## src/kwu_pkg.sv

```systemverilog
// Purpose: Shared constants and types of the key-on wakeup block
// Assumes: AHB-Lite register access, 32-bit words, one aligned word per register
// Notes:   Register indices are multiplied by four to form byte addresses
package kwu_pkg;

   // ----------------------------------------
   // Register map
   // ----------------------------------------
   localparam logic [11:0] KWU_IDX_KEY_WAKE_ENABLE    = 12'h0031;
   localparam logic [11:0] KWU_IDX_SYSTEM_CONTROL_ONE = 12'h0038;
   localparam logic [11:0] KWU_IDX_STATUS             = 12'h0039;
   localparam int          KWU_IDX_LSB                = 2;

   // ----------------------------------------
   // Field layout
   // ----------------------------------------
   localparam int          KWU_EN_LSB       = 4;
   localparam int          KWU_SC_RELM_BIT  = 2;
   localparam int          KWU_SC_STOP_BIT  = 7;
   localparam int          KWU_ST_STOP_BIT  = 0;
   localparam int          KWU_ST_WAKE_BIT  = 1;
   localparam int          KWU_ST_RELM_BIT  = 2;
   localparam int          KWU_ST_SKIP_BIT  = 3;
   localparam logic        KWU_RELM_RESET   = 1'b0;
   localparam logic [1:0]  KWU_HTRANS_NONSEQ = 2'b10;
   localparam logic [1:0]  KWU_HTRANS_SEQ    = 2'b11;

   // ----------------------------------------
   // Types
   // ----------------------------------------
   typedef enum logic {
      KWU_RUN,
      KWU_STOP
   } kwu_mode_e;

   typedef struct packed {
      logic        valid;
      logic        write;
      logic [11:0] idx;
   } kwu_aphase_s;

endpackage
```

## src/kwu_key_wakeup.sv

```systemverilog
// Purpose: Key-on wakeup and standby-stop release control with AHB-Lite registers
// Assumes: Pins synchronous to hclk; warm-up itself is done by the standby controller
//          Bus always answers OKAY with no wait states
// Notes:   Wake request is also formed as a pure combinational level for clockless use
//          Key-wake lows release in both modes; edge mode needs hclk to see the edge
//          Enable bits are write-only, so software keeps its own copy
module kwu_key_wakeup #(
   parameter int NUM_KEYS = 4
) (
   input  wire  logic        hclk,
   input  wire  logic        hresetn,
   input  wire  logic        hsel,
   input  wire  logic [31:0] haddr,
   input  wire  logic [1:0]  htrans,
   input  wire  logic        hwrite,
   input  wire  logic [2:0]  hsize,
   input  wire  logic [31:0] hwdata,
   input  wire  logic        hready,
   output logic              hreadyout,
   output logic [31:0]       hrdata,
   output logic              hresp,
   input  wire  logic        standby_release_pin,
   input  wire  logic        key_wake_pin_a,
   input  wire  logic        key_wake_pin_b,
   input  wire  logic        key_wake_pin_c,
   input  wire  logic        key_wake_pin_d,
   output logic              stop_mode,
   output logic              release_start,
   output logic              wake_request
);

   // ----------------------------------------
   // Parameter check
   // ----------------------------------------
   // Pin list below is fixed at four
   if (NUM_KEYS != 4) begin : g_bad_keys
      $error("kwu_key_wakeup serves exactly four key-wake pins");
   end

   // Enables must stay inside the byte-wide register
   if (kwu_pkg::KWU_EN_LSB + NUM_KEYS > kwu_pkg::KWU_SC_STOP_BIT + 1) begin : g_bad_en_field
      $error("kwu_key_wakeup enable field overflows the register byte");
   end

   // Register index slice must fit inside the address bus
   if (kwu_pkg::KWU_IDX_LSB + $bits(kwu_pkg::KWU_IDX_STATUS) > $bits(haddr)) begin : g_bad_idx
      $error("kwu_key_wakeup register index does not fit the address");
   end

   // ----------------------------------------
   // State
   // ----------------------------------------
   // All state in one packed register
   typedef struct packed {
      kwu_pkg::kwu_aphase_s  aph;
      logic [NUM_KEYS-1:0]   key_en;
      logic                  relm;
      kwu_pkg::kwu_mode_e    mode;
      logic                  rel_pin_prev;
      logic                  rel_pulse;
      logic                  skipped;
      logic [31:0]           rdata;
   } kwu_state_s;

   kwu_state_s s_q;
   kwu_state_s s_d;

   logic [NUM_KEYS-1:0] key_pins;
   logic                key_wake_lvl;
   logic                pin_wake_lvl;
   logic                rel_edge;
   logic                stop_req;
   logic                wr_hit_en;
   logic                wr_hit_sc;
   logic [11:0]         rd_idx;

   // Dedicated detector path, never the port data register
   assign key_pins = {key_wake_pin_d, key_wake_pin_c, key_wake_pin_b, key_wake_pin_a};

   // Address-phase register index
   assign rd_idx = haddr[kwu_pkg::KWU_IDX_LSB +: $bits(rd_idx)];

   // Any enabled key pulled low
   function automatic logic kwu_key_low(input logic [NUM_KEYS-1:0] pins,
                                         input logic [NUM_KEYS-1:0] en);
      kwu_key_low = |(en & ~pins);
   endfunction

   // Address decode shared by read and write paths
   function automatic logic kwu_hit(input logic [11:0] idx,
                                     input logic [11:0] target);
      kwu_hit = (idx == target);
   endfunction

   // ----------------------------------------
   // Clockless wake combination
   // ----------------------------------------
   // Level terms only, so this still works with the main clock stopped
   assign key_wake_lvl = kwu_key_low(key_pins, s_q.key_en);
   assign pin_wake_lvl = s_q.relm & standby_release_pin;
   assign wake_request = key_wake_lvl | pin_wake_lvl;

   // Edge mode needs the clock; the controller restarts it only after release
   assign rel_edge = ~s_q.relm & standby_release_pin & ~s_q.rel_pin_prev;

   // ----------------------------------------
   // Bus data-phase decode
   // ----------------------------------------
   // Writes land in the data phase, while hwdata stands
   assign wr_hit_en = s_q.aph.valid & s_q.aph.write
                    & kwu_hit(s_q.aph.idx, kwu_pkg::KWU_IDX_KEY_WAKE_ENABLE);
   assign wr_hit_sc = s_q.aph.valid & s_q.aph.write
                    & kwu_hit(s_q.aph.idx, kwu_pkg::KWU_IDX_SYSTEM_CONTROL_ONE);
   assign stop_req  = wr_hit_sc & hwdata[kwu_pkg::KWU_SC_STOP_BIT];

   // ----------------------------------------
   // Next state
   // ----------------------------------------
   always_comb begin
      s_d              = s_q;
      s_d.rel_pin_prev = standby_release_pin;
      s_d.rel_pulse    = 1'b0;

      // Address phase capture
      s_d.aph.valid = hsel & hready
                    & (htrans == kwu_pkg::KWU_HTRANS_NONSEQ
                       || htrans == kwu_pkg::KWU_HTRANS_SEQ);
      s_d.aph.write = hwrite;
      s_d.aph.idx   = rd_idx;

      // Read data prepared at the address phase; IDLE cycles leave it at zero
      s_d.rdata = '0;
      if (s_d.aph.valid & ~hwrite) begin
         if (kwu_hit(rd_idx, kwu_pkg::KWU_IDX_KEY_WAKE_ENABLE)) begin
            s_d.rdata = '0;
         end else if (kwu_hit(rd_idx, kwu_pkg::KWU_IDX_SYSTEM_CONTROL_ONE)) begin
            s_d.rdata[kwu_pkg::KWU_SC_RELM_BIT] = s_q.relm;
         end else if (kwu_hit(rd_idx, kwu_pkg::KWU_IDX_STATUS)) begin
            s_d.rdata[kwu_pkg::KWU_ST_STOP_BIT] = (s_q.mode == kwu_pkg::KWU_STOP);
            s_d.rdata[kwu_pkg::KWU_ST_WAKE_BIT] = wake_request;
            s_d.rdata[kwu_pkg::KWU_ST_RELM_BIT] = s_q.relm;
            s_d.rdata[kwu_pkg::KWU_ST_SKIP_BIT] = s_q.skipped;
         end
      end

      // Register writes in the data phase
      if (wr_hit_en) begin
         s_d.key_en = hwdata[kwu_pkg::KWU_EN_LSB +: NUM_KEYS];
      end
      if (wr_hit_sc) begin
         s_d.relm = hwdata[kwu_pkg::KWU_SC_RELM_BIT];
      end

      unique case (s_q.mode)
         kwu_pkg::KWU_RUN: begin
            if (stop_req) begin
               // Release condition already present: go straight to warm-up
               if (standby_release_pin
                   || kwu_key_low(key_pins, s_q.key_en)) begin
                  s_d.rel_pulse = 1'b1;
                  s_d.skipped   = 1'b1;
               end else begin
                  // Nothing pending: enter stop
                  s_d.mode    = kwu_pkg::KWU_STOP;
                  s_d.skipped = 1'b0;
               end
            end
         end
         kwu_pkg::KWU_STOP: begin
            // A further stop write is ignored here
            if (wake_request | rel_edge) begin
               s_d.mode      = kwu_pkg::KWU_RUN;
               s_d.rel_pulse = 1'b1;
            end
         end
      endcase
   end

   // ----------------------------------------
   // State register
   // ----------------------------------------
   always_ff @(posedge hclk or negedge hresetn) begin
      if (!hresetn) begin
         s_q.aph          <= '0;
         // Enables reset to disabled, so no key pin wakes the part unasked
         s_q.key_en       <= '0;
         s_q.relm         <= kwu_pkg::KWU_RELM_RESET;
         s_q.mode         <= kwu_pkg::KWU_RUN;
         // Release pin idles low, so no false edge follows reset
         s_q.rel_pin_prev <= 1'b0;
         s_q.rel_pulse    <= 1'b0;
         s_q.skipped      <= 1'b0;
         s_q.rdata        <= '0;
      end else begin
         s_q <= s_d;
      end
   end

   // ----------------------------------------
   // Outputs
   // ----------------------------------------
   // No wait states and no error responses
   assign hreadyout     = 1'b1;
   assign hresp         = 1'b0;
   // Data output straight from the flop
   assign hrdata        = s_q.rdata;
   assign stop_mode     = (s_q.mode == kwu_pkg::KWU_STOP);
   assign release_start = s_q.rel_pulse;

endmodule

```

## config.mk

```make
export PLATFORM = sky130hd
export DESIGN_NAME = kwu_key_wakeup
export DESIGN_NICKNAME = d
export VERILOG_FILES = /design/src/kwu_pkg.sv /design/src/kwu_key_wakeup.sv
export SDC_FILE = /design/constraint.sdc
export NUM_CORES = 1
export LEC_CHECK = 0
export ABC_AREA = 1
export ABC_CLOCK_PERIOD_IN_PS = 3000
export BUFFER_PORTS_ARGS = -buffer_cell sky130_fd_sc_hd__buf_2
export CAP_MARGIN = 20
export CORE_UTILIZATION = 40
export DETAILED_ROUTE_END_ITERATION = 7
export PLACE_DENSITY = 0.84
export SYNTH_ARGS = -nofsm -noshare
export SYNTH_HDL_FRONTEND = slang
export SYNTH_SLANG_ARGS = --single-unit
```

## constraint.sdc

```tcl
create_clock -name hclk -period 3 [get_ports hclk]
set_clock_uncertainty 0.1 [all_clocks]
set_input_delay 0.6 -clock hclk [delete_from_list [all_inputs] [get_ports hclk]]
set_output_delay 0.6 -clock hclk [all_outputs]
set_load 0.03 [all_outputs]
```

==> results of run 1 <==
through the flow:
stage / instances / total power, mW / hold slack (ns) / setup slack [ns]
5_1_grt: 228 / 0.653 / 0.183 / 0.711
4_1_cts: 228 / 0.630 / 0.164 / 0.820
3_5_place_dp: 224 / 0.475 / 0.365 / 0.894
3_3_place_gp: 224 / 0.474 / 0.357 / 0.907
6_report: 228 / 0.618 / 0.158 / 0.860
2_1_floorplan: 180 / 0.476 / 0.204 / 0.929
synthesized netlist by cell type (all sizes together):
cell and n:
o21ai 7, nand4 2, nand2 30, and2 1, conb 2, inv 20
dfrtp 27, nor2 20, buf 34, nand3 7, nor3 2
layout make-up:
class / instances / area [µm²]
fillers: 316 / 1670
multi-input cells: 99 / 429
repair buffers: 34 / 170
inverters: 20 / 75.1
clock buffers: 3 / 22.5
clock inverters: 1 / 5.00
flip-flops and latches: 27 / 676
well taps: 44 / 55.1
metal layers:
metal  GRT usage  wire (µm)  up-vias  part of all wire
met5           0          0        -                 0
met4      0.0299          8        0            0.0041
met3      0.0390        136        2             0.070
met2       0.202        982       37              0.50
met1       0.142        820      393              0.42
li1            -          -      457                 -
cells by family (layout without fill, tap and decap cells):
logic type,Yosys count,in the layout
AO/OA/AOI/OAI,7,7
buffers and inverters,54,58
flip-flops,27,27
other,2,30
AND/OR/NAND/NOR,62,62
power by group through the flow:
| stage | Clock (mW) | Combinational (mW) | Sequential (mW) |
|---|---|---|---|
| after floorplan | 0 | 0.0925 | 0.384 |
| after global placement | 0 | 0.0899 | 0.384 |
| after detailed placement | 0 | 0.0910 | 0.384 |
| after CTS | 0.161 | 0.0910 | 0.377 |
| after global routing | 0.174 | 0.101 | 0.378 |
| final | 0.150 | 0.0907 | 0.377 |
worst max-delay path, stage by stage, from the launching register on:
cell     delay [ns]
dfrtp_1        0.42
nand2_1        0.06
o21ai_0        0.07
nor2_1         0.22
o21ai_0        0.15
buf_2          0.20
state kept, by name, summed over array words and instances, names as in the netlist:
register       cells
s_q               21
stop_mode          1
hrdata             4
release_start      1
worst paths after layout:
check	start	to	slack [ns]	cells past startpoint
max	s_q[39]$_DFFE_PN0P_	wake_request	0.86	5
min	hresetn	hrdata[0]$_DFF_PN0_	0.16	1
max reg2reg	s_q[42]$_DFF_PN0_	s_q[40]$_DFFE_PN0P_	1.72	6
min reg2reg	s_q[37]$_DFFE_PN0P_	s_q[37]$_DFFE_PN0P_	0.39	2
max in group asynchronous	hresetn	hrdata[2]$_DFF_PN0_	2.26	1
min in group hclk	haddr[11]	s_q[50]$_DFF_PN0_	0.29	1
==> metrics.txt, run 1 <==
DP Wirelength 1.58 mm; Fin Setup TNS 0 ns; H-tree depth 1; run status finished, final reports clean; DRC Markers 0; utilization after layout 0.462; Hold Path Class in -> async; Mapped Avg Cell Area 8.75 µm²; cells after synthesis 152; top cell type's share of synthesized area 0.508; maxcap violations 0; placed instance area 0.00141 mm²; Compound-Gate Fraction of Synth Area 0.0263; first-pass GRT wire length 3.08 mm; largest net degree at the start of global routing 28; mapped cell area 0.00133 mm²; CP arrival 1.44 ns; post-synthesis mux area share 0; grt total ovfl 0; row cnt 20; xor and xnor area share after synthesis 0; CTS clk-pin slew, worst paths 0.13 ns; largest family of logic cells by synthesized area buffers and inverters; CP Class reg -> out; most common cell after layout, fill and taps aside buf_2; total track usage 0.118; CTS tree built; slew at the pin with the worst max-slew slack 0.580 ns; startpoint types flop; Crit. End Element output pin; 1st-iter DRT viols 32; top cells by area in the synthesized netlist dfrtp_1 (51%), buf_4 (19%), nand2_1 (8.2%); switching share of power 0.285; max frequency 467 MHz; Die Width 59.7 µm; CTS Buffer Depth 2; Post-CTS Resized 0; final WL 1.95 mm; Comb power frac 0.147; Clk pwr share 0.242; Initial Util 0.429; vias in the first global route 762; Worst-Skew Late Latency 0.32 ns; sequential share of the synthesized area 0.508; Avg WL per Cell 8.54 µm; layout cells sized above 1 0.239; Sequential Power Share 0.611; vias 889; core area 0.00310 mm²; gpl congestion 0.797; commonest cells after routing, fill and taps aside buf_2 (34), conb_1 (30), nand2_1 (29); simple-gate share of the synthesized area 0.212; Post-CTS Setup Inserts 0; Adder-Cell Fraction of Synth Area 0; Synth cell types 17; Final Max Slew Viols 0; Psw 0.176 mW; Routed Antenna Nets 0; Syn-to-layout area delta 7.71%; ANT cells 0; Power Density 431 mW/mm²; PortBufs 34; vias per cell 3.90; Hold Buf Count CTS 0; Ports 116; Root Buffer Master clkbuf_4; clock sink count 27; final setup fails 0; design area 0.00143 mm²; Peak VDD IR 0.299 mV; Nets 264; Syn. warnings 0; Die ar. 0.00356 mm²; die height 59.7 µm; RSZ-0062 raised after global routing no; LEAKAGE 0.831 nW; Critical Path Fanout Max 4; fin crit share 0.713; relative slew slack 0.613; Pre-antenna DRT Iters 4; Min Clock Period, post-route 2.14 ns; P_int 0.441 mW; Seq cells post-synth 27; post-synth top area cell dfrtp_1; Num CTS Buffers 3; Worst EP required 2.30 ns; initial antenna violation count 0; final hold vios 0
No activity file was read; power rests on OpenSTA's default activity.
==> run 2: changes to the inputs <==
==> config.mk (replaced) <==
export PLATFORM = sky130hd
export DESIGN_NAME = kwu_key_wakeup
export DESIGN_NICKNAME = d
export VERILOG_FILES = /design/src/kwu_pkg.sv /design/src/kwu_key_wakeup.sv
export SDC_FILE = /design/constraint.sdc
export NUM_CORES = 1
export LEC_CHECK = 0
export ABC_AREA = 0
export ABC_CLOCK_PERIOD_IN_PS = 1900
export BUFFER_PORTS_ARGS = -buffer_cell sky130_fd_sc_hd__buf_2
export CAP_MARGIN = 20
export CORE_UTILIZATION = 33
export DETAILED_ROUTE_END_ITERATION = 7
export PLACE_DENSITY = 0.76
export SYNTH_ARGS = -nofsm -noshare
export SYNTH_HDL_FRONTEND = slang
export SYNTH_SLANG_ARGS = --single-unit
==> constraint.sdc (replaced) <==
create_clock -name hclk -period 1.9 [get_ports hclk]
set_clock_uncertainty 0.1 [all_clocks]
set_input_delay 0.38 -clock hclk [delete_from_list [all_inputs] [get_ports hclk]]
set_output_delay 0.38 -clock hclk [all_outputs]
set_load 0.03 [all_outputs]
==> metrics.txt, run 2 <==
largest net degree at the start of global routing 28; top cell type's share of synthesized area 0.548; relative slew slack 0.628; Power Density 779 mW/mm²; main flop type after synthesis dfrtp_1; final hold slack -0.00382 ns; Die ar. 0.00398 mm²; sequential share of the synthesized area 0.548; Mapped Avg Cell Area 12.1 µm²; LEAKAGE 0.728 nW; CTS tree built; vias per cell 3.94; Syn. warnings 0; Fillers 361; startpoint types flop; Root Buffer Master clkbuf_8; PortBufs 34; failing checks hold timing; die height 63.1 µm; Seq cells post-synth 27; RSZ-0062 raised after global routing no; core area 0.00347 mm²; Worst EP required 1.42 ns; Fin Setup TNS 0 ns; Post-CTS Resized 0; final WL 1.61 mm; Syn-to-layout area delta 10.1%; max frequency 557 MHz; fin crit share 0.945; top-count cell post-synth buf_4; register bank with the most flops s_q; 1st-iter DRT viols 4; H-tree depth 1; clock sink count 27; Routed Antenna Nets 0; post-synth top area cell dfrtp_1; row cnt 21; Avg WL per Cell 8.92 µm; gpl congestion 0.687; layout cells sized above 1 0.358; run status finished with violations; Die Width 63.1 µm; final setup fails 0; R2R depth 4; Synth cell types 24; Hold Path Class in -> async; Post-CTS Setup Inserts 0; total track usage 0.0917; Pre-antenna DRT Iters 3; Worst-Skew Late Latency 0.26 ns; Peak VDD IR 0.554 mV; DRC Markers 0; Critical Path Fanout Max 4; most common cell after layout, fill and taps aside buf_2; vias 710; first-pass GRT wire length 2.79 mm; share of flip-flops with an asynchronous set or reset 1.00; initial antenna violation count 0; maxcap violations 0; Min Clock Period, post-route 1.79 ns; design area 0.00136 mm²; cells after synthesis 102; Post-synth EDFFs 0; CP Class reg -> out; top cells by area in the synthesized netlist dfrtp_1 (55%), buf_4 (21%), mux2_2 (5.5%); mapped cell area 0.00123 mm²; commonest cells after routing, fill and taps aside buf_2 (34), conb_1 (30), dfrtp_1 (27); placed instance area 0.00131 mm²; DP Wirelength 1.37 mm; vias in the first global route 683; number of flip-flops in the largest register 21; Crit. End Element output pin; final hold vios 13; ANT cells 0; Ports 116; slew at the pin with the worst max-slew slack 0.558 ns; Nets 214; grt total ovfl 0; CTS clk-pin slew, worst paths 0.08 ns; Initial Util 0.355; CTS Buffer Depth 2; CP arrival 1.31 ns; Final Max Slew Viols 0; Num CTS Buffers 3; most frequent cells after synthesis buf_4 (34), dfrtp_1 (27), mux2_2 (6), nand2b_1 (4); Hold Buf Count CTS 0
-- run 2: cell types whose count changed after synthesis, sizes merged, moves of 3 or more --
cell and change:
nor2 -18, nand3 -7, nand2 -27, nor4bb +3
mux2 +6, inv -17, o21ai -6, nand2b +4
-- run 2: layout make-up --
class | instances | area, µm² | share of cell area
clock buffers | 3 | 41.3 | 0.0304
multi-input cells | 66 | 395 | 0.292
repair buffers | 34 | 170 | 0.125
clock inverters | 1 | 5.00 | 0.00369
well taps | 46 | 57.6 | 0.0424
flip-flops and latches | 27 | 676 | 0.498
inverters | 3 | 11.3 | 0.00830
-- run 2: layer usage --
layer | global-route usage | wire [µm] | vias to the layer above
met4 | 0.0174 | 0 | 0
met5 | 0 | 0 | -
met3 | 0.0417 | 143 | 0
met1 | 0.0952 | 600 | 331
met2 | 0.168 | 862 | 43
li1 | - | - | 336
-- run 2: power by group --
group | internal (mW) | switching, mW
Sequential | 0.595 | 0.00845
Clock | 0.146 | 0.159
Combinational | 0.0359 | 0.111
Total | 0.777 | 0.278
-- run 2: critical path, stage by stage (launching register included) --
cell,delay [ns]
dfrtp_1,0.35
inv_1,0.04
o2111ai_1,0.33
a21o_1,0.14
buf_2,0.19
-- run 2: final timing paths --
check | from | end | slack, ns
setup reg to reg | s_q[42]$_DFF_PN0_ | s_q[32]$_DFFE_PN0P_ | 0.37
hold / removal | hresetn | s_q[48]$_DFF_PN0_ | -0.004
hold reg to reg | s_q[32]$_DFFE_PN0P_ | hrdata[3]$_DFF_PN0_ | 0.40
setup / recovery | s_q[38]$_DFFE_PN0P_ | wake_request | 0.11
min in group hclk | haddr[7] | s_q[46]$_DFF_PN0_ | 0.13
max in group asynchronous | hresetn | s_q[39]$_DFFE_PN0P_ | 1.34
-- run 2: kinds of logic (layout without fill, tap and decap cells) --
kind of cell | count (synthesis) | count (layout) | share of synthesized area
and+or+nand+nor | 25 | 25 | 0.146
other | 2 | 30 | 0.00609
muxes | 6 | 6 | 0.0548
DFF | 27 | 27 | 0.548
buffers and inverters | 37 | 41 | 0.216
AOI/OAI and AO/OA | 5 | 5 | 0.0284
-- run 2: metrics by stage --
| stage | setup slack (ns) | utilization | cells | total power [mW] | hold slack, ns |
|---|---|---|---|---|---|
| after global placement | 0.274 | 0.378 | 176 | 0.762 | 0.308 |
| after CTS | 0.0629 | 0.391 | 180 | 1.07 | 0.0145 |
| after global routing | 0.00549 | 0.391 | 180 | 1.11 | 0.0426 |
| after floorplan | 0.493 | - | 130 | 0.763 | -0.0156 |
| after detailed placement | 0.284 | 0.378 | 176 | 0.763 | 0.308 |
| final | 0.105 | 0.391 | 180 | 1.06 | -0.00382 |
